[config.mk]
export PLATFORM = sky130hd
export DESIGN_NAME = tdaf_filter
export DESIGN_NICKNAME = d
export VERILOG_FILES = /design/src/rtl/tdaf_pkg.sv /design/src/rtl/tdaf_cv_store.sv /design/src/rtl/tdaf_filter.sv
export VERILOG_INCLUDE_DIRS = /design/src /design/src/rtl
export SDC_FILE = /design/constraint.sdc
export NUM_CORES = 1
export LEC_CHECK = 0
export BUFFER_PORTS_ARGS = -buffer_cell sky130_fd_sc_hd__buf_2
export CAP_MARGIN = 30
export CORE_MARGIN = 1.5
export CORE_UTILIZATION = 43
export DETAILED_ROUTE_END_ITERATION = 8
export GPL_TIMING_DRIVEN = 0
export PLACE_DENSITY_LB_ADDON = 0.05
export SLEW_MARGIN = 20
export SYNTH_ARGS = -nofsm -noshare
export SYNTH_HDL_FRONTEND = slang
export SYNTH_SLANG_ARGS = --single-unit
[constraint.sdc]
create_clock -name clock -period 3.8 [get_ports clock]
set_input_delay 0.19 -clock clock [delete_from_list [all_inputs] [get_ports clock]]
set_output_delay 0.19 -clock clock [all_outputs]
set_load 0.005 [all_outputs]
[src/rtl/tdaf_consts.svh]
// Configuration numbers, field positions and reset values of the filter.
`ifndef TDAF_CONSTS_SVH
`define TDAF_CONSTS_SVH

// ==========================================================================
// Configuration variable numbers
`define TDAF_CV_SHORT      10'h001
`define TDAF_CV_LONG_HI    10'h011
`define TDAF_CV_LONG_LO    10'h012
`define TDAF_CV_CONFIG     10'h01d
`define TDAF_CV_PROTO      10'h02f
`define TDAF_CV_EXT        10'h031

// ==========================================================================
// Field positions
`define TDAF_LONG_SEL_BIT  5
`define TDAF_CONSEC_HI_BIT 7
`define TDAF_CONSEC_LO_BIT 3
`define TDAF_EN_DCC_BIT    0
`define TDAF_EN_AUTO_BIT   1
`define TDAF_EN_LEG_BIT    2
`define TDAF_EN_FOURTH_BIT 3
`define TDAF_LONG_HI_BITS  6

// ==========================================================================
// Reset values
`define TDAF_SHORT_RST     8'h03
`define TDAF_LONG_HI_RST   8'hc0
`define TDAF_LONG_LO_RST   8'h00
`define TDAF_CONFIG_RST    8'h00
`define TDAF_PROTO_RST     8'h0f
`define TDAF_EXT_RST       8'h13
`define TDAF_DCC_ONLY_MASK 8'h01

`endif

[src/rtl/tdaf_pkg.sv]
// Types shared by the track decoder address filter.
package tdaf_pkg;

  typedef enum logic [2:0] {
    TDAF_P_DCC    = 3'h0,
    TDAF_P_AUTO   = 3'h1,
    TDAF_P_LEGACY = 3'h2,
    TDAF_P_FOURTH = 3'h3,
    TDAF_P_TOOL   = 3'h4
  } tdaf_proto_t;

  typedef enum logic [2:0] {
    TDAF_K_SPEED = 3'h0,
    TDAF_K_FUNC  = 3'h1,
    TDAF_K_CV_WR = 3'h2,
    TDAF_K_CV_RD = 3'h3,
    TDAF_K_REG   = 3'h4
  } tdaf_kind_t;

  typedef struct packed {
    tdaf_proto_t proto;
    tdaf_kind_t  kind;
    logic        long_form;
    logic [13:0] addr;
    logic [9:0]  cv_num;
    logic [7:0]  cv_data;
  } tdaf_pkt_t;

  typedef struct packed {
    logic [7:0] short_addr;
    logic [7:0] long_hi;
    logic [7:0] long_lo;
    logic [7:0] config_bits;
    logic [7:0] proto_mask;
    logic [7:0] ext_cfg;
  } tdaf_cvset_t;

  typedef struct packed {
    logic       motor;
    logic [1:0] fgroup;
  } tdaf_hit_t;

  typedef struct packed {
    logic       ok;
    logic [2:0] slot;
  } tdaf_slot_t;

endpackage

[src/rtl/tdaf_cv_store.sv]
// Storage of the six configuration variables the filter uses.
`timescale 1ns/100ps
`default_nettype none
`include "tdaf_consts.svh"
module tdaf_cv_store
  import tdaf_pkg::*;
(
  input  wire logic        clock,
  input  wire logic        rst_n,
  input  wire logic        wr_en,
  input  wire logic [2:0]  wr_slot,
  input  wire logic [7:0]  wr_data,
  input  wire logic        rd_en,
  input  wire logic [2:0]  rd_slot,
  output var  logic [7:0]  rd_data_q,
  output var  tdaf_cvset_t cvset
);

  logic [7:0] mem_q [0:5];

  always_ff @(posedge clock or negedge rst_n) begin
    if (!rst_n) begin
      mem_q[0] <= `TDAF_SHORT_RST;
      mem_q[1] <= `TDAF_LONG_HI_RST;
      mem_q[2] <= `TDAF_LONG_LO_RST;
      mem_q[3] <= `TDAF_CONFIG_RST;
      mem_q[4] <= `TDAF_PROTO_RST; // RL14
      mem_q[5] <= `TDAF_EXT_RST;
    end else if (wr_en) begin
      mem_q[wr_slot] <= wr_data;
    end
  end

  always_ff @(posedge clock or negedge rst_n) begin
    if (!rst_n) begin
      rd_data_q <= 8'h00;
    end else if (rd_en) begin
      rd_data_q <= mem_q[rd_slot];
    end
  end

  assign cvset = '{mem_q[0], mem_q[1], mem_q[2], mem_q[3], mem_q[4],
                   mem_q[5]};

endmodule
`default_nettype wire

[src/rtl/tdaf_filter.sv]
// Address matching and protocol gating front end of a track decoder.
// Notes on behaviour
// RL1: Short address clear long-select: accept packets equal to short value.
// RL2: Long addresses 128 to 10239 come from the two long variables.
// RL3: Configuration bit 5 set selects long address, clear selects short.
// RL4: Exactly one of short or long address is answered at a time.
// RL5: Legacy format base address is the short address value.
// RL6: Standard and legacy packets are both acted on, no mode switch.
// RL7: Legacy format may answer up to three extra consecutive addresses.
// RL8: Motor commands only on base address; extra addresses control functions.
// RL9: Base drives group 0, base+1..+3 drive function groups 1 to 3.
// RL10: Extra address count from ext bits 7 and 3: none, one, two, three.
// RL11: Extra addresses apply only to legacy format packets.
// RL12: Auto-registering address is assigned by station, not programmable nor readable.
// RL13: Protocol mask bits 0..3 enable standard, auto, legacy, fourth format.
// RL14: Protocol mask resets to all four formats enabled.
// RL15: Writing protocol mask keeps the carrying protocol enabled.
// RL16: Programming tool access works whatever the protocol mask holds.
// RL17: Standard-only variants accept only standard packets, ignoring the mask; the code also accepts tool packets there.
// RL18: Long address compares extended packets with the assembled long value.
`timescale 1ns/100ps
`default_nettype none
`include "tdaf_consts.svh"
module tdaf_filter
  import tdaf_pkg::*;
(
  input  wire logic       clock,
  input  wire logic       rst_n,
  input  wire logic       dcc_only_strap,
  input  wire logic       pkt_valid,
  input  wire tdaf_pkt_t  pkt,
  output var  logic       hit_q,
  output var  tdaf_kind_t hit_kind_q,
  output var  tdaf_hit_t  hit_info_q,
  output var  logic       rd_valid_q,
  output var  logic [7:0] rd_data_q
);

  // ========================================================================
  // Reset release and strap capture
  logic       rst_s1_q;
  logic       rst_s2_q;
  logic       strap_s1_q;
  logic       strap_s2_q;
  logic       strap_taken_q;
  logic [1:0] strap_wait_q;
  logic       dcc_only_q;

  always_ff @(posedge clock or negedge rst_n) begin
    if (!rst_n) begin
      rst_s1_q <= 1'b0;
      rst_s2_q <= 1'b0;
    end else begin
      rst_s1_q <= 1'b1;
      rst_s2_q <= rst_s1_q;
    end
  end

  always_ff @(posedge clock or negedge rst_s2_q) begin
    if (!rst_s2_q) begin
      strap_s1_q <= 1'b0;
      strap_s2_q <= 1'b0;
    end else begin
      strap_s1_q <= dcc_only_strap;
      strap_s2_q <= strap_s1_q;
    end
  end

  // The strap is taken once the synchroniser holds a settled copy. Its
  // second stage still shows the reset value for two edges after release.
  always_ff @(posedge clock or negedge rst_s2_q) begin
    if (!rst_s2_q) begin
      strap_wait_q  <= 2'h0;
      strap_taken_q <= 1'b0;
      dcc_only_q    <= 1'b0;
    end else if (!strap_taken_q) begin
      if (strap_wait_q == 2'h2) begin
        strap_taken_q <= 1'b1;
        dcc_only_q    <= strap_s2_q; // RL17
      end else begin
        strap_wait_q <= strap_wait_q + 2'h1;
      end
    end
  end

  // ========================================================================
  // Helpers
  function automatic tdaf_slot_t cv_slot(input logic [9:0] num);
    tdaf_slot_t s;
    s = '{1'b1, 3'h0};
    unique case (num)
      `TDAF_CV_SHORT:   s.slot = 3'h0;
      `TDAF_CV_LONG_HI: s.slot = 3'h1;
      `TDAF_CV_LONG_LO: s.slot = 3'h2;
      `TDAF_CV_CONFIG:  s.slot = 3'h3;
      `TDAF_CV_PROTO:   s.slot = 3'h4;
      `TDAF_CV_EXT:     s.slot = 3'h5;
      default:          s.ok   = 1'b0;
    endcase
    return s;
  endfunction

  function automatic logic [7:0] proto_bit(input tdaf_proto_t p);
    logic [7:0] b;
    b = 8'h00;
    unique case (p)
      TDAF_P_DCC:    b[`TDAF_EN_DCC_BIT]    = 1'b1;
      TDAF_P_AUTO:   b[`TDAF_EN_AUTO_BIT]   = 1'b1;
      TDAF_P_LEGACY: b[`TDAF_EN_LEG_BIT]    = 1'b1;
      TDAF_P_FOURTH: b[`TDAF_EN_FOURTH_BIT] = 1'b1;
      TDAF_P_TOOL:   b = 8'h00;
      default:       b = 8'h00;
    endcase
    return b;
  endfunction

  // ========================================================================
  // Address decision
  tdaf_cvset_t cv;
  logic [7:0]  en_mask;
  logic        long_sel;
  logic [13:0] long_addr;
  logic [13:0] short_w;
  logic [13:0] leg_off;
  logic [1:0]  n_consec;
  logic        proto_on;
  logic        dcc_hit;
  logic        leg_hit;
  logic        auto_hit;
  logic        four_hit;
  logic        addr_hit;
  logic        take;
  tdaf_hit_t   info;
  logic [13:0] auto_addr_q;
  logic        auto_ok_q;
  tdaf_slot_t  wslot;
  tdaf_slot_t  rslot;
  logic        cv_wr;
  logic        cv_rd;
  logic [7:0]  wr_val;
  logic [7:0]  store_rd;
  logic        rd_p1_q;
  logic        rd_map_q;

  assign en_mask   = dcc_only_q ? `TDAF_DCC_ONLY_MASK : cv.proto_mask; // RL17
  assign proto_on  = (pkt.proto == TDAF_P_TOOL) ||
                     ((proto_bit(pkt.proto) & en_mask) != 8'h00); // RL13 RL16
  assign long_sel  = cv.config_bits[`TDAF_LONG_SEL_BIT]; // RL3
  assign long_addr = {cv.long_hi[`TDAF_LONG_HI_BITS-1:0], cv.long_lo}; // RL18
  assign short_w   = {6'h00, cv.short_addr};
  assign leg_off   = pkt.addr - short_w; // RL5
  assign n_consec  = {cv.ext_cfg[`TDAF_CONSEC_HI_BIT],
                      cv.ext_cfg[`TDAF_CONSEC_LO_BIT]}; // RL10

  // Only one of the two standard addresses is compared at any time.
  always_comb begin
    if (long_sel) begin
      dcc_hit = pkt.long_form && (pkt.addr == long_addr); // RL2 RL4
    end else begin
      dcc_hit = !pkt.long_form && (pkt.addr == short_w) &&
                (cv.short_addr != 8'h00); // RL1 RL4
    end
  end

  // Motor commands on an extra address are dropped, not redirected.
  always_comb begin
    leg_hit = 1'b0;
    info    = '{1'b0, 2'h0};
    if (pkt.proto == TDAF_P_LEGACY && leg_off <= {12'h000, n_consec}) begin
      info.fgroup = leg_off[1:0]; // RL7 RL9 RL11
      info.motor  = (leg_off == 14'h0000) && (pkt.kind == TDAF_K_SPEED); // RL8
      leg_hit     = (leg_off == 14'h0000) || (pkt.kind != TDAF_K_SPEED); // RL8
    end else if (pkt.kind == TDAF_K_SPEED) begin
      info.motor = 1'b1;
    end
  end

  assign auto_hit = auto_ok_q && (pkt.addr == auto_addr_q);
  assign four_hit = !pkt.long_form && (pkt.addr == short_w);

  always_comb begin
    unique case (pkt.proto)
      TDAF_P_DCC:    addr_hit = dcc_hit;
      TDAF_P_LEGACY: addr_hit = leg_hit; // RL6
      TDAF_P_AUTO:   addr_hit = auto_hit;
      TDAF_P_FOURTH: addr_hit = four_hit;
      TDAF_P_TOOL:   addr_hit = 1'b1; // RL16
      default:       addr_hit = 1'b0;
    endcase
  end

  assign take = pkt_valid && proto_on && addr_hit &&
                (pkt.kind != TDAF_K_REG);

  // ========================================================================
  // Automatic address assignment
  // The assigned address lives outside the variable store, so no
  // configuration read or write can reach it.
  always_ff @(posedge clock or negedge rst_s2_q) begin
    if (!rst_s2_q) begin
      auto_addr_q <= 14'h0000;
      auto_ok_q   <= 1'b0;
    end else if (pkt_valid && proto_on && pkt.proto == TDAF_P_AUTO &&
                 pkt.kind == TDAF_K_REG) begin
      auto_addr_q <= pkt.addr; // RL12
      auto_ok_q   <= 1'b1;
    end
  end

  // ========================================================================
  // Configuration access
  assign wslot  = cv_slot(pkt.cv_num);
  assign rslot  = cv_slot(pkt.cv_num);
  assign cv_wr  = take && pkt.kind == TDAF_K_CV_WR && wslot.ok;
  assign cv_rd  = take && pkt.kind == TDAF_K_CV_RD;
  assign wr_val = (pkt.cv_num == `TDAF_CV_PROTO) ?
                  (pkt.cv_data | proto_bit(pkt.proto)) : pkt.cv_data; // RL15

  tdaf_cv_store u_store (
    .clock     (clock),
    .rst_n     (rst_s2_q),
    .wr_en     (cv_wr),
    .wr_slot   (wslot.slot),
    .wr_data   (wr_val),
    .rd_en     (cv_rd && rslot.ok),
    .rd_slot   (rslot.slot),
    .rd_data_q (store_rd),
    .cvset     (cv)
  );

  always_ff @(posedge clock or negedge rst_s2_q) begin
    if (!rst_s2_q) begin
      rd_p1_q    <= 1'b0;
      rd_map_q   <= 1'b0;
      rd_valid_q <= 1'b0;
      rd_data_q  <= 8'h00;
    end else begin
      rd_p1_q    <= cv_rd;
      rd_map_q   <= rslot.ok;
      rd_valid_q <= rd_p1_q;
      rd_data_q  <= (rd_p1_q && rd_map_q) ? store_rd : 8'h00;
    end
  end

  // ========================================================================
  // Accepted packet outputs
  always_ff @(posedge clock or negedge rst_s2_q) begin
    if (!rst_s2_q) begin
      hit_q      <= 1'b0;
      hit_kind_q <= TDAF_K_SPEED;
      hit_info_q <= '{1'b0, 2'h0};
    end else begin
      hit_q      <= take;
      hit_kind_q <= pkt.kind;
      hit_info_q <= info;
    end
  end
endmodule
`default_nettype wire

==> results of run 1 <==
[critical path, stage by stage, from the launching register on]
cell      delay, ns
dfstp_2        0.57
ha_4           0.14
fa_1           0.43
inv_2          0.09
ha_4           0.19
nor2b_4        0.12
o21ai_2        0.13
o21ai_1        0.08
nand4b_1       0.17
or3_4          0.42
nor3_4         0.22
a31o_4         0.25
buf_8          0.12
and4_4         0.28
mux2_4         0.31
[layout make-up]
cell class              count  area share [%]
repair buffers             66            6.55
well taps                 143            2.91
plain buffers              16            1.24
flip-flops and latches     97            39.7
multi-input cells         330            44.1
clock inverters             6           0.691
inverters                  18            1.10
clock buffers              10            3.72
[layer usage]
metal | global-route usage [%] | vias up | part of all wire [%]
met5 | 0 | - | 0
met2 | 35.0 | 104 | 45
met1 | 32.7 | 1994 | 49
li1 | - | 1871 | -
met3 | 4.70 | 13 | 4.6
met4 | 4.81 | 0 | 1.1
[placed cells by master, fill, tap and decap left out, types with 5 or more instances in the layout]
| master | synthesis | layout |
|---|---|---|
| ha_1 | 11 | 9 |
| clkbuf_1 | 14 | 14 |
| nor4_1 | 10 | 10 |
| nand2_1 | 27 | 27 |
| a22o_1 | 5 | 5 |
| nor3_1 | 5 | 5 |
| a21oi_1 | 5 | 5 |
| dfstp_2 | 11 | 11 |
| inv_1 | 18 | 17 |
| nand4_1 | 13 | 13 |
| mux2_2 | 38 | 38 |
| nand3_1 | 19 | 19 |
| dfrtp_1 | 86 | 85 |
| buf_2 | 3 | 57 |
| a32o_1 | 15 | 15 |
| mux2_4 | 4 | 18 |
| clkbuf_16 | 0 | 10 |
| nor2_1 | 26 | 26 |
| xor2_1 | 12 | 12 |
| xnor2_1 | 20 | 20 |
| nor2b_1 | 9 | 8 |
| and3_1 | 12 | 12 |
| buf_4 | 0 | 5 |
| a222oi_1 | 8 | 8 |
[what timing repair did]
action	4_1_cts	5_1_grt
gates cloned	0	1
pin swaps	5	7
endpoints found under the hold margin	5	0
hold buffers	4	0
gates resized for setup	16	24
setup endpoints to repair	55	56
setup buffers	3	1
[power by group]
group	internal (mW)	switching [mW]	total, mW
Clock	0.445	0.398	0.843
Sequential	1.04	0.0161	1.06
Combinational	0.0779	0.109	0.187
[state kept, by name, summed over array words and instances (netlist names), 2 cells and up]
name,count
hit_kind_q,3
rd_data_q,8
hit_info_q,3
u_store.rd_data_q,8
strap_wait_q,2
auto_addr_q,14
u_store.cvset,48
[cell families after synthesis]
logic type,Yosys count,synth area share [%]
muxes,61,13.6
buffers and inverters,35,2.62
DFF,97,47.4
other,1,0.0728
adders and majority gates,12,3.06
AOI/OAI and AO/OA,71,11.4
and+or+nand+nor,153,16.4
xor gates and xnor gates,32,5.44
[worst max-delay path by stage]
| stage | end | depth (start not counted) |
|---|---|---|
| 5_1_grt | u_store.cvset[27]$_DFFE_PN0P_ | 14 |
| 3_3_place_gp | u_store.cvset[2]$_DFFE_PN0P_ | 14 |
| 6_report | u_store.cvset[2]$_DFFE_PN0P_ | 14 |
| 3_5_place_dp | u_store.cvset[2]$_DFFE_PN0P_ | 14 |
| 2_1_floorplan | u_store.cvset[2]$_DFFE_PN0P_ | 14 |
| 4_1_cts | u_store.cvset[2]$_DFFE_PN0P_ | 14 |
[stage by stage]
step / area [sq um] / TNS [ns]
after CTS: 6010 / 0
final: 6150 / 0
after global placement: 5610 / -19.02
after detailed placement: 5640 / -6.42
after global routing: 6150 / 0
after floorplan: 5150 / 0
==> summary.md, run 1 <==
| Metric | Value |
|---|---|
| Status | complete, but fails checks |
| Failing checks | design-rule violations |
| Die footprint | 12600 sq um |
| Crit end category | flop |
| Final #Nets | 593 |
| Mapped Avg Cell Area | ~11 sq um |
| Post-synth EDFFs | 0 |
| Die Y | 112 microns |
| Fillcell total | 1033 |
| Syn Nets | 517 |
| Yosys reg bits | 97 |
| FF-to-FF path depth | 14 |
| Predominant post-synthesis flop cell | dfrtp_1 |
| Area of the multi-input gates | 2710 sq um |
| Placement Setup Slack | -0.248 ns |
| Final WL | approximately 14000 microns |
| PD cells | 340 nW/um^2 |
| Fin Clk Skew | 0.0144 ns |
| First-pass GRT wire length | 21500 microns |
| Post-synth ARST share | 100% |
| Top-count cell post-synth | dfrtp_1 |
| Seq. cell area | 2440 sq um |
| Kind of critical path | reg -> reg |
| Hold Violations, Final | 0 |
| Reg2reg end | u_store.cvset[2]$_DFFE_PN0P_ |
| Startpoint types | flop |
| Layout cells sized above 1 | 31.3% |
| Starting Density | between 40 and 50% |
| Class of the worst hold path | in -> reg |
| Synth-to-Final Area Change | 19.5% |
| Max transition margin | a little under half |
| Launch point of the critical path | u_store.cvset[40]$_DFFE_PN1P_ |
| Reg2Reg Setup Slack | 0.15 ns |
| Remaining DRCs | 5 |
| Vias in the first global route | just under 4000 |
| RR Startpoint | u_store.cvset[40]$_DFFE_PN1P_ |
| Initial antenna violation count | 0 |
| Root buffer cell | clkbuf_16 |
| Finish-stage setup viols | 0 |
| I/O pin count | 59 |
| Core Region | 11600 sq um |
| Pin count of the biggest net entering global routing | 53 |
| Area fraction of the dominant cell type after synthesis | 41.8% |
| # rows | 39 |
| # Max-Cap Violations | 0 |
| Slew Limit Fails | 0 |
| Detailed Route Iter0 Violations | 334 |
| Hold WS | 0.0352 ns |
| CP max FO | 5 |
| Register area share after synthesis | 47.4% |
| CTS tree | done |
| Avg WL per Cell | roughly 20 microns |
| Yosys top cell by area | dfrtp_1 |
| Top post-synthesis cells by count | dfrtp_1 (86), mux2_2 (38), nand2_1 (27) |
| Peak VDD IR | 350 uV |
| Clock Path Buffers | 2 |
| WHS Path Cells | 1 |
| Power Total | ~2.1 mW |
| Vias per inst | 5.80 |
| Diodes inserted | 0 |
| CTS sink count | 97 |
| Final setup margin | between 0.1 and 0.15 ns |
| Top cells by area, synth | dfrtp_1 (42%), mux2_2 (8.3%), dfstp_2 (5.6%), mux2_1 (3.7%), xnor2_1 (3.4%) |
| Hold Startpoint | pkt[35] |
| Reg clk slew, reported paths | 0.07 ns |
| Non-filler cells, final | a little under 700 |
| DRT Pass-1 Iters | 7 |
| Finished Core Util | a little over half |
| Final HPWL DP | around 10000 microns |
| Die width | 112 microns |
| Synth Cell Area | 5150 sq um |
| Peak Freq | 274 MHz |
| Hold Path End | hit_kind_q[2]$_DFF_PN0_ |
| H-Tree Depth | 3 |
| Global placer's final weighted congestion | 0.822 |
| DR vias | around 4000 |
| Overall Global Routing Usage | approximately 22% |
| Fin crit share | 96.1% |
| Post-synthesis cell type count | 63 |
| Clock Latency Late Sink | 0.35 ns |
| Pleak | 2.82 nW |
| Yosys Warn Count | 0 |
| Min Tclk post-route | 3.65 ns |
| Post-DRT Antenna Nets | 0 |
| RSZ-0062 raised after global routing | no |
| Global route overflow | 0 |
| IO buf count | 56 |
| TritonCTS Buffers | 9 |
| Placed Cells | ~660 |
| Worst Max-Slew Pin Slew | approximately 0.8 ns |
| WP data required | 4.03 ns |
| CP arrival | 3.88 ns |
| Cells after Synth | 462 |
(Power assumes the default switching activity.)
==> run 2, diff against run 1 <==
--- a/config.mk
+++ b/config.mk
@@ -12,6 +12,7 @@
 export CORE_UTILIZATION = 43
 export DETAILED_ROUTE_END_ITERATION = 8
 export GPL_TIMING_DRIVEN = 0
+export MAX_ROUTING_LAYER = met4
 export PLACE_DENSITY_LB_ADDON = 0.05
 export SLEW_MARGIN = 20
 export SYNTH_ARGS = -nofsm -noshare
==> run 2 against run 1 <==
Effect of this change: the flow still finishes with violations (design-rule violations); clock power is essentially flat; power is essentially flat; sequential share of layout area is the same; core utilization is the same; non-clock buffer count is the same; routed wire length is essentially flat; fmax grew 0.14%; clock-buffer cell count is the same; critical path type unchanged; critical endpoint unchanged.
==> summary.md, run 2 (synthesized netlist as in run 1, its figures left out) <==
| Metric | Value |
|---|---|
| Reg clk slew, reported paths | around 0.07 ns |
| CP arrival | 3.88 ns |
| Sequential share of power | 50.8% |
| Synth-to-Final Area Change | 19.5% |
| Starting Density | about 45% |
| Class of the worst hold path | in -> reg |
| Initial antenna violation count | 0 |
| Post-DRT Antenna Nets | 0 |
| Hold Startpoint | pkt[35] |
| Power Total | 2.09 mW |
| Max reg flops | 48 |
| DRT Pass-1 Iters | 8 |
| NetSw | 0.522 mW |
| Comb power frac | 8.9% |
| H-Tree Depth | 3 |
| Die footprint | 12600 sq um |
| # Max-Cap Violations | 0 |
| Failing checks | design-rule violations |
| Vias per inst | 5.83 |
| Most frequent cells in the layout | dfrtp_1 (85), buf_2 (57), mux2_2 (38) |
| Final WL | about 14000 microns |
| Critical path destination | u_store.cvset[2]$_DFFE_PN0P_ |
| Global placer's final weighted congestion | ~0.83 |
| Commonest non-fill, non-tap cell in the layout | dfrtp_1 |
| RR Startpoint | u_store.cvset[40]$_DFFE_PN1P_ |
| Final HPWL DP | 10200 microns |
| Diodes inserted | 0 |
| DR vias | 4001 |
| Detailed Route Iter0 Violations | 316 |
| Sw frac | 25.0% |
| WP data required | 4.03 ns |
| Worst Max-Slew Pin Slew | 0.788 ns |
| Root buffer cell | clkbuf_16 |
| Max transition margin | between 40% and 50% |
| Overall Global Routing Usage | 23.2% |
| Peak VDD IR | between 300 and 400 uV |
| Slew Limit Fails | 0 |
| Peak Freq | 274 MHz |
| IO buf count | 56 |
| Clock share of power | 40.3% |
| Final #Nets | 593 |
| Fin Clk Skew | roughly 0.013 ns |
| Internal power | 1.57 mW |
| CP max FO | 5 |
| Final setup margin | 0.152 ns |
| # rows | 39 |
| FF-to-FF path depth | 14 |
| Placement Setup Slack | -0.248 ns |
| Remaining DRCs | 5 |
| First-pass GRT wire length | between 20000 and 25000 microns |
| Launch point of the critical path | u_store.cvset[40]$_DFFE_PN1P_ |
| Reg2reg end | u_store.cvset[2]$_DFFE_PN0P_ |
| Die Y | ~110 microns |
| Clock Path Buffers | 2 |
| TNS Setup | 0 ns |
| Pin count of the biggest net entering global routing | 53 |
| Finished Core Util | 53.2% |
| Global route overflow | 0 |
| Reg2Reg Setup Slack | 0.15 ns |
| Hold Violations, Final | 0 |
| Layout cells sized above 1 | 31.3% |
| Core Region | 11600 sq um |
| CTS sink count | between 90 and 100 |
| PD cells | 339 nW/um^2 |
| Die width | about 110 microns |
| Fin crit share | 96.0% |
| Vias in the first global route | 3919 |
| Non-filler cells, final | around 700 |
| Placed Cells | 662 |
| Kind of critical path | reg -> reg |
| Startpoint types | flop |
| Hold WS | about 0.034 ns |
| I/O pin count | 59 |
| Status | complete, but fails checks |
| Avg WL per Cell | 19.8 microns |
| Final instance area | 6150 sq um |
| TritonCTS Buffers | 9 |
| Placed Area | 5640 sq um |
| Pleak | 2.82 nW |
| CTS tree | done |
| Finish-stage setup viols | 0 |
| RSZ-0062 raised after global routing | no |
| Min Tclk post-route | 3.65 ns |
| Clock Latency Late Sink | 0.35 ns |
| Crit end category | flop |
[run 2: cell counts in the layout (fill, tap and decap cells not counted)]
Identical to the previous run, type by type.
[run 2: worst max-delay path: stages (launching register included)]
cell and delay (ns):
dfstp_2 0.57, ha_4 0.14, fa_1 0.43, inv_2 0.09, ha_4 0.19, nor2b_4 0.12, o21ai_2 0.13, o21ai_1 0.08
nand4b_1 0.17, or3_4 0.42, nor3_4 0.22, a31o_4 0.25, buf_8 0.12, and4_4 0.28, mux2_4 0.31
[run 2: how the worst min path moves through the flow]
stage | depth (start not counted) | slack, ns | end
after floorplan | 0 | -0.11 | rst_s1_q$_DFF_PN0_
after global placement | 1 | -0.02 | rst_s1_q$_DFF_PN0_
after detailed placement | 1 | -0.02 | rst_s1_q$_DFF_PN0_
after CTS | 1 | 0.02 | hit_kind_q[2]$_DFF_PN0_
after global routing | 1 | 0.03 | hit_kind_q[2]$_DFF_PN0_
final | 1 | 0.03 | hit_kind_q[2]$_DFF_PN0_
[run 2: layout make-up]
cell class	instances	area, sq um
clock inverters	6	42.5
clock buffers	10	229
multi-input cells	330	2710
repair buffers	66	403
fillers	1033	5410
well taps	143	179
plain buffers	16	76.3
flip-flops and latches	97	2440
inverters	18	67.6
[run 2: per-layer routing]
metal | up-vias | routed length [microns] | GRT usage, %
met3 | 15 | 671 | 4.70
met2 | 115 | 6150 | 35.1
met4 | 0 | 135 | 4.81
li1 | 1877 | - | -
met5 | - | 0 | -
met1 | 1994 | 6600 | 32.6
[run 2: power by group through the flow]
stage / Sequential [mW] / Combinational (mW) / Clock, mW
2_1_floorplan: 1.08 / 0.0922 / 0
3_3_place_gp: 1.09 / 0.157 / 0
3_5_place_dp: 1.08 / 0.171 / 0
4_1_cts: 1.06 / 0.178 / 0.865
5_1_grt: 1.06 / 0.207 / 0.906
6_report: 1.06 / 0.187 / 0.841
[run 2: repair_timing]
action                                  in CTS  in global routing
cloned                                       0                  1
setup buffers                                3                  1
endpoints found under the setup margin      55                 56
hold buffers                                 4                  0
endpoints found under the hold margin        5                  0
resized for setup                           16                 24
pin swaps                                    5                  7
==> run 3, diff against run 2 <==
--- a/config.mk
+++ b/config.mk
@@ -6,6 +6,7 @@
 export SDC_FILE = /design/constraint.sdc
 export NUM_CORES = 1
 export LEC_CHECK = 0
+export ABC_AREA = 1
 export BUFFER_PORTS_ARGS = -buffer_cell sky130_fd_sc_hd__buf_2
 export CAP_MARGIN = 30
 export CORE_MARGIN = 1.5
==> run 3 against run 2 <==
Effect of this change: the run now ends clean; hold slack worse by 0.024 ns; power is 7.3% higher; critical endpoint is now u_store.cvset[28]$_DFFE_PN0P_; register-to-register slack better by 0.53 ns; largest power group unchanged; critical path depth is 2 higher; highest routed layer unchanged.
==> summary.md, run 3 <==
| Metric | Value |
|---|---|
| Status | finished, final reports clean |
| Commonest non-fill, non-tap cell in the layout | nand2_1 |
| Crit end category | flop |
| First-pass GRT wire length | approximately 28000 microns |
| Top cells by area, synth | dfrtp_1 (37%), nand2_1 (16%), nand4_1 (7.1%), inv_1 (5.4%), dfstp_2 (4.9%) |
| Cells after Synth | 760 |
| Remaining DRCs | 0 |
| Internal power | 1.66 mW |
| Vias per inst | roughly 5.4 |
| Hold Path End | hit_kind_q[2]$_DFF_PN0_ |
| RSZ-0062 raised after global routing | no |
| Layout cells sized above 1 | 17.9% |
| Hold Startpoint | pkt[35] |
| Die footprint | between 10000 and 15000 sq um |
| Pleak | around 3.5 nW |
| Kind of critical path | reg -> reg |
| Max transition margin | 49.8% |
| Peak VDD IR | 192 uV |
| Detailed Route Iter0 Violations | roughly 450 |
| Class of the worst hold path | in -> reg |
| Clock Path Buffers | 2 |
| Reg clk slew, reported paths | 0.07 ns |
| Length of routed met2 wiring | between 8000 and 9000 microns |
| Synth Cell Area | 5890 sq um |
| Diodes inserted | 0 |
| Final WL | 17300 microns |
| Yosys top cell by area | dfrtp_1 |
| Startpoint types | flop |
| Finish-stage setup viols | 0 |
| Post-CTS Setup Bufs | 0 |
| Top-count cell post-synth | nand2_1 |
| Global placer's final weighted congestion | 0.909 |
| WP data required | 4.09 ns |
| # rows | 42 |
| Fin Clk Skew | 0.00708 ns |
| Met3 WL | a little over 1000 microns |
| TritonCTS Buffers | 9 |
| Cts hold-fix bufs | 4 |
| Area fraction of the dominant cell type after synthesis | 36.5% |
| Max reg flops | between 40 and 50 |
| H-Tree Depth | 3 |
| IO buf count | 57 |
| CP max FO | 10 |
| DRT Pass-1 Iters | 6 |
| Predominant post-synthesis flop cell | dfrtp_1 |
| Hold Violations, Final | 0 |
| RR Startpoint | u_store.cvset[40]$_DFFE_PN1P_ |
| Worst Max-Slew Pin Slew | 0.751 ns |
| NetSw | a little under 0.6 mW |
| Reg2Reg Setup Slack | a little under 0.7 ns |
| Global route overflow | 0 |
| Root buffer cell | clkbuf_16 |
| Final HPWL DP | around 13000 microns |
| Placed Area | 6420 sq um |
| Min Tclk post-route | 3.12 ns |
| WHS Path Cells | 1 |
| Yosys Warn Count | 0 |
| Avg WL per Cell | 17.1 microns |
| Most frequent cells in the layout | nand2_1 (249), inv_1 (85), dfrtp_1 (85) |
| Syn Nets | 815 |
| Post-DRT Antenna Nets | 0 |
| Fin crit share | 82.0% |
| Post-CTS sizing | 0 |
| Top sig layer | met4 |
| Starting Density | 44.3% |
| Yosys reg bits | 97 |
| FF-to-FF path depth | 16 |
| Pin count of the biggest net entering global routing | 53 |
| CTS sink count | 97 |
| Die Y | 120 microns |
| CTS tree | done |
| Initial antenna violation count | 0 |
| # Max-Cap Violations | 0 |
| Register area share after synthesis | 41.5% |
| Post-synthesis cell type count | 48 |
| Fillcell total | 1281 |
| Placement Setup Slack | 0.660 ns |
| Mapped Avg Cell Area | 7.75 sq um |
| Post-synth EDFFs | 0 |
| CP arrival | around 3.4 ns |
| DR vias | 5457 |
| I/O pin count | ~60 |
| Die width | 120 microns |
| Core Region | about 13000 sq um |
| Overall Global Routing Usage | a little over a quarter |
| Post-synth ARST share | 100% |
| Sw frac | 26.1% |
| Final #Nets | 888 |
| Vias in the first global route | 5167 |
| Final instance area | approximately 6800 sq um |
| Sequential share of power | 47.4% |
| Final setup margin | 0.682 ns |
| Peak Freq | 321 MHz |
| Clock share of power | 43.3% |
| Comb power frac | 9.3% |
| Power Total | 2.24 mW |
| PD cells | between 300 and 400 nW/um^2 |
| Reg2reg end | u_store.cvset[28]$_DFFE_PN0P_ |
| Top post-synthesis cells by count | nand2_1 (249), dfrtp_1 (86), inv_1 (85) |
| Synth-to-Final Area Change | 15.1% |
| Metal1 wirelength | about 7900 microns |
| Hold WS | 0.0103 ns |
| Clock Latency Late Sink | roughly 0.36 ns |
| Slew Limit Fails | 0 |
-- run 3: cell count changes in the layout (fill, tap and decap cells not counted), sizes merged, moves of 19 or more --
cell   previous run  this run
inv              19       106
mux2             59         1
nand2            27       255
nand4            13        75
nor2             27        52
o21ai             8        27
-- run 3: critical path, stage by stage (launching register included) --
cell,delay [ns]
dfstp_2,0.55
ha_1,0.18
fa_1,0.43
inv_1,0.10
ha_1,0.24
inv_1,0.07
o21bai_1,0.06
a21oi_1,0.15
nand3_1,0.09
nor2_1,0.09
nand2_1,0.09
nor2_4,0.14
nand4_4,0.15
a21oi_4,0.19
buf_2,0.26
nand4_1,0.17
nand2_1,0.10
-- run 3: how the worst max path moves through the flow --
stage | from | end | cells past startpoint
CTS | u_store.cvset[40]$_DFFE_PN1P_ | u_store.rd_data_q[7]$_DFFE_PN0P_ | 16
floorplan | rst_s2_q$_DFF_PN0_ | auto_addr_q[0]$_DFFE_PN0P_ | 0
finish | u_store.cvset[40]$_DFFE_PN1P_ | u_store.cvset[28]$_DFFE_PN0P_ | 16
detailed placement | pkt[18] | u_store.rd_data_q[7]$_DFFE_PN0P_ | 18
global route | u_store.cvset[40]$_DFFE_PN1P_ | u_store.cvset[43]$_DFFE_PN0P_ | 16
global placement | rst_s2_q$_DFF_PN0_ | auto_addr_q[8]$_DFFE_PN0P_ | 0
-- run 3: stage by stage --
step	TNS (ns)	cells	util [%]
global placement	-19.34	993	48.1
floorplan	0	760	-
global route	0	1014	51.0
CTS	0	1014	51.0
detailed placement	0	994	48.3
finish	0	1014	51.0
-- run 3: layer usage --
metal / up-vias / GRT usage [%]
met3: 21 / 2.80
met5: - / -
met4: 0 / 8.56
li1: 2660 / -
met1: 2597 / 36.1
met2: 179 / 40.4
-- run 3: area by class of cell --
| type | instances | area (sq um) | area share (%) |
|---|---|---|---|
| well taps | 176 | 220 | 3.25 |
| inverters | 103 | 389 | 5.74 |
| repair buffers | 62 | 353 | 5.21 |
| multi-input cells | 542 | 2930 | 43.2 |
| clock inverters | 5 | 67.6 | 0.997 |
| plain buffers | 18 | 133 | 1.96 |
| flip-flops and latches | 97 | 2440 | 36.1 |
| clock buffers | 11 | 243 | 3.58 |
-- run 3: cell families after synthesis --
kind of cell / synth area share (%)
AO/OA/AOI/OAI: 7.90
flip-flops: 41.5
buffers and inverters: 8.86
multiplexers: 0.191
other: 0.0637
XOR/XNOR: 1.79
AND/OR/NAND/NOR: 37.1
adder cells (fa/ha/maj): 2.68
-- run 3: power groups by stage --
stage / sequential (mW) / clock [mW] / combinational [mW]
2_1_floorplan: 1.08 / 0 / 0.116
3_3_place_gp: 1.09 / 0 / 0.188
3_5_place_dp: 1.08 / 0 / 0.204
4_1_cts: 1.06 / 0.983 / 0.208
5_1_grt: 1.06 / 1.03 / 0.233
6_report: 1.06 / 0.971 / 0.209
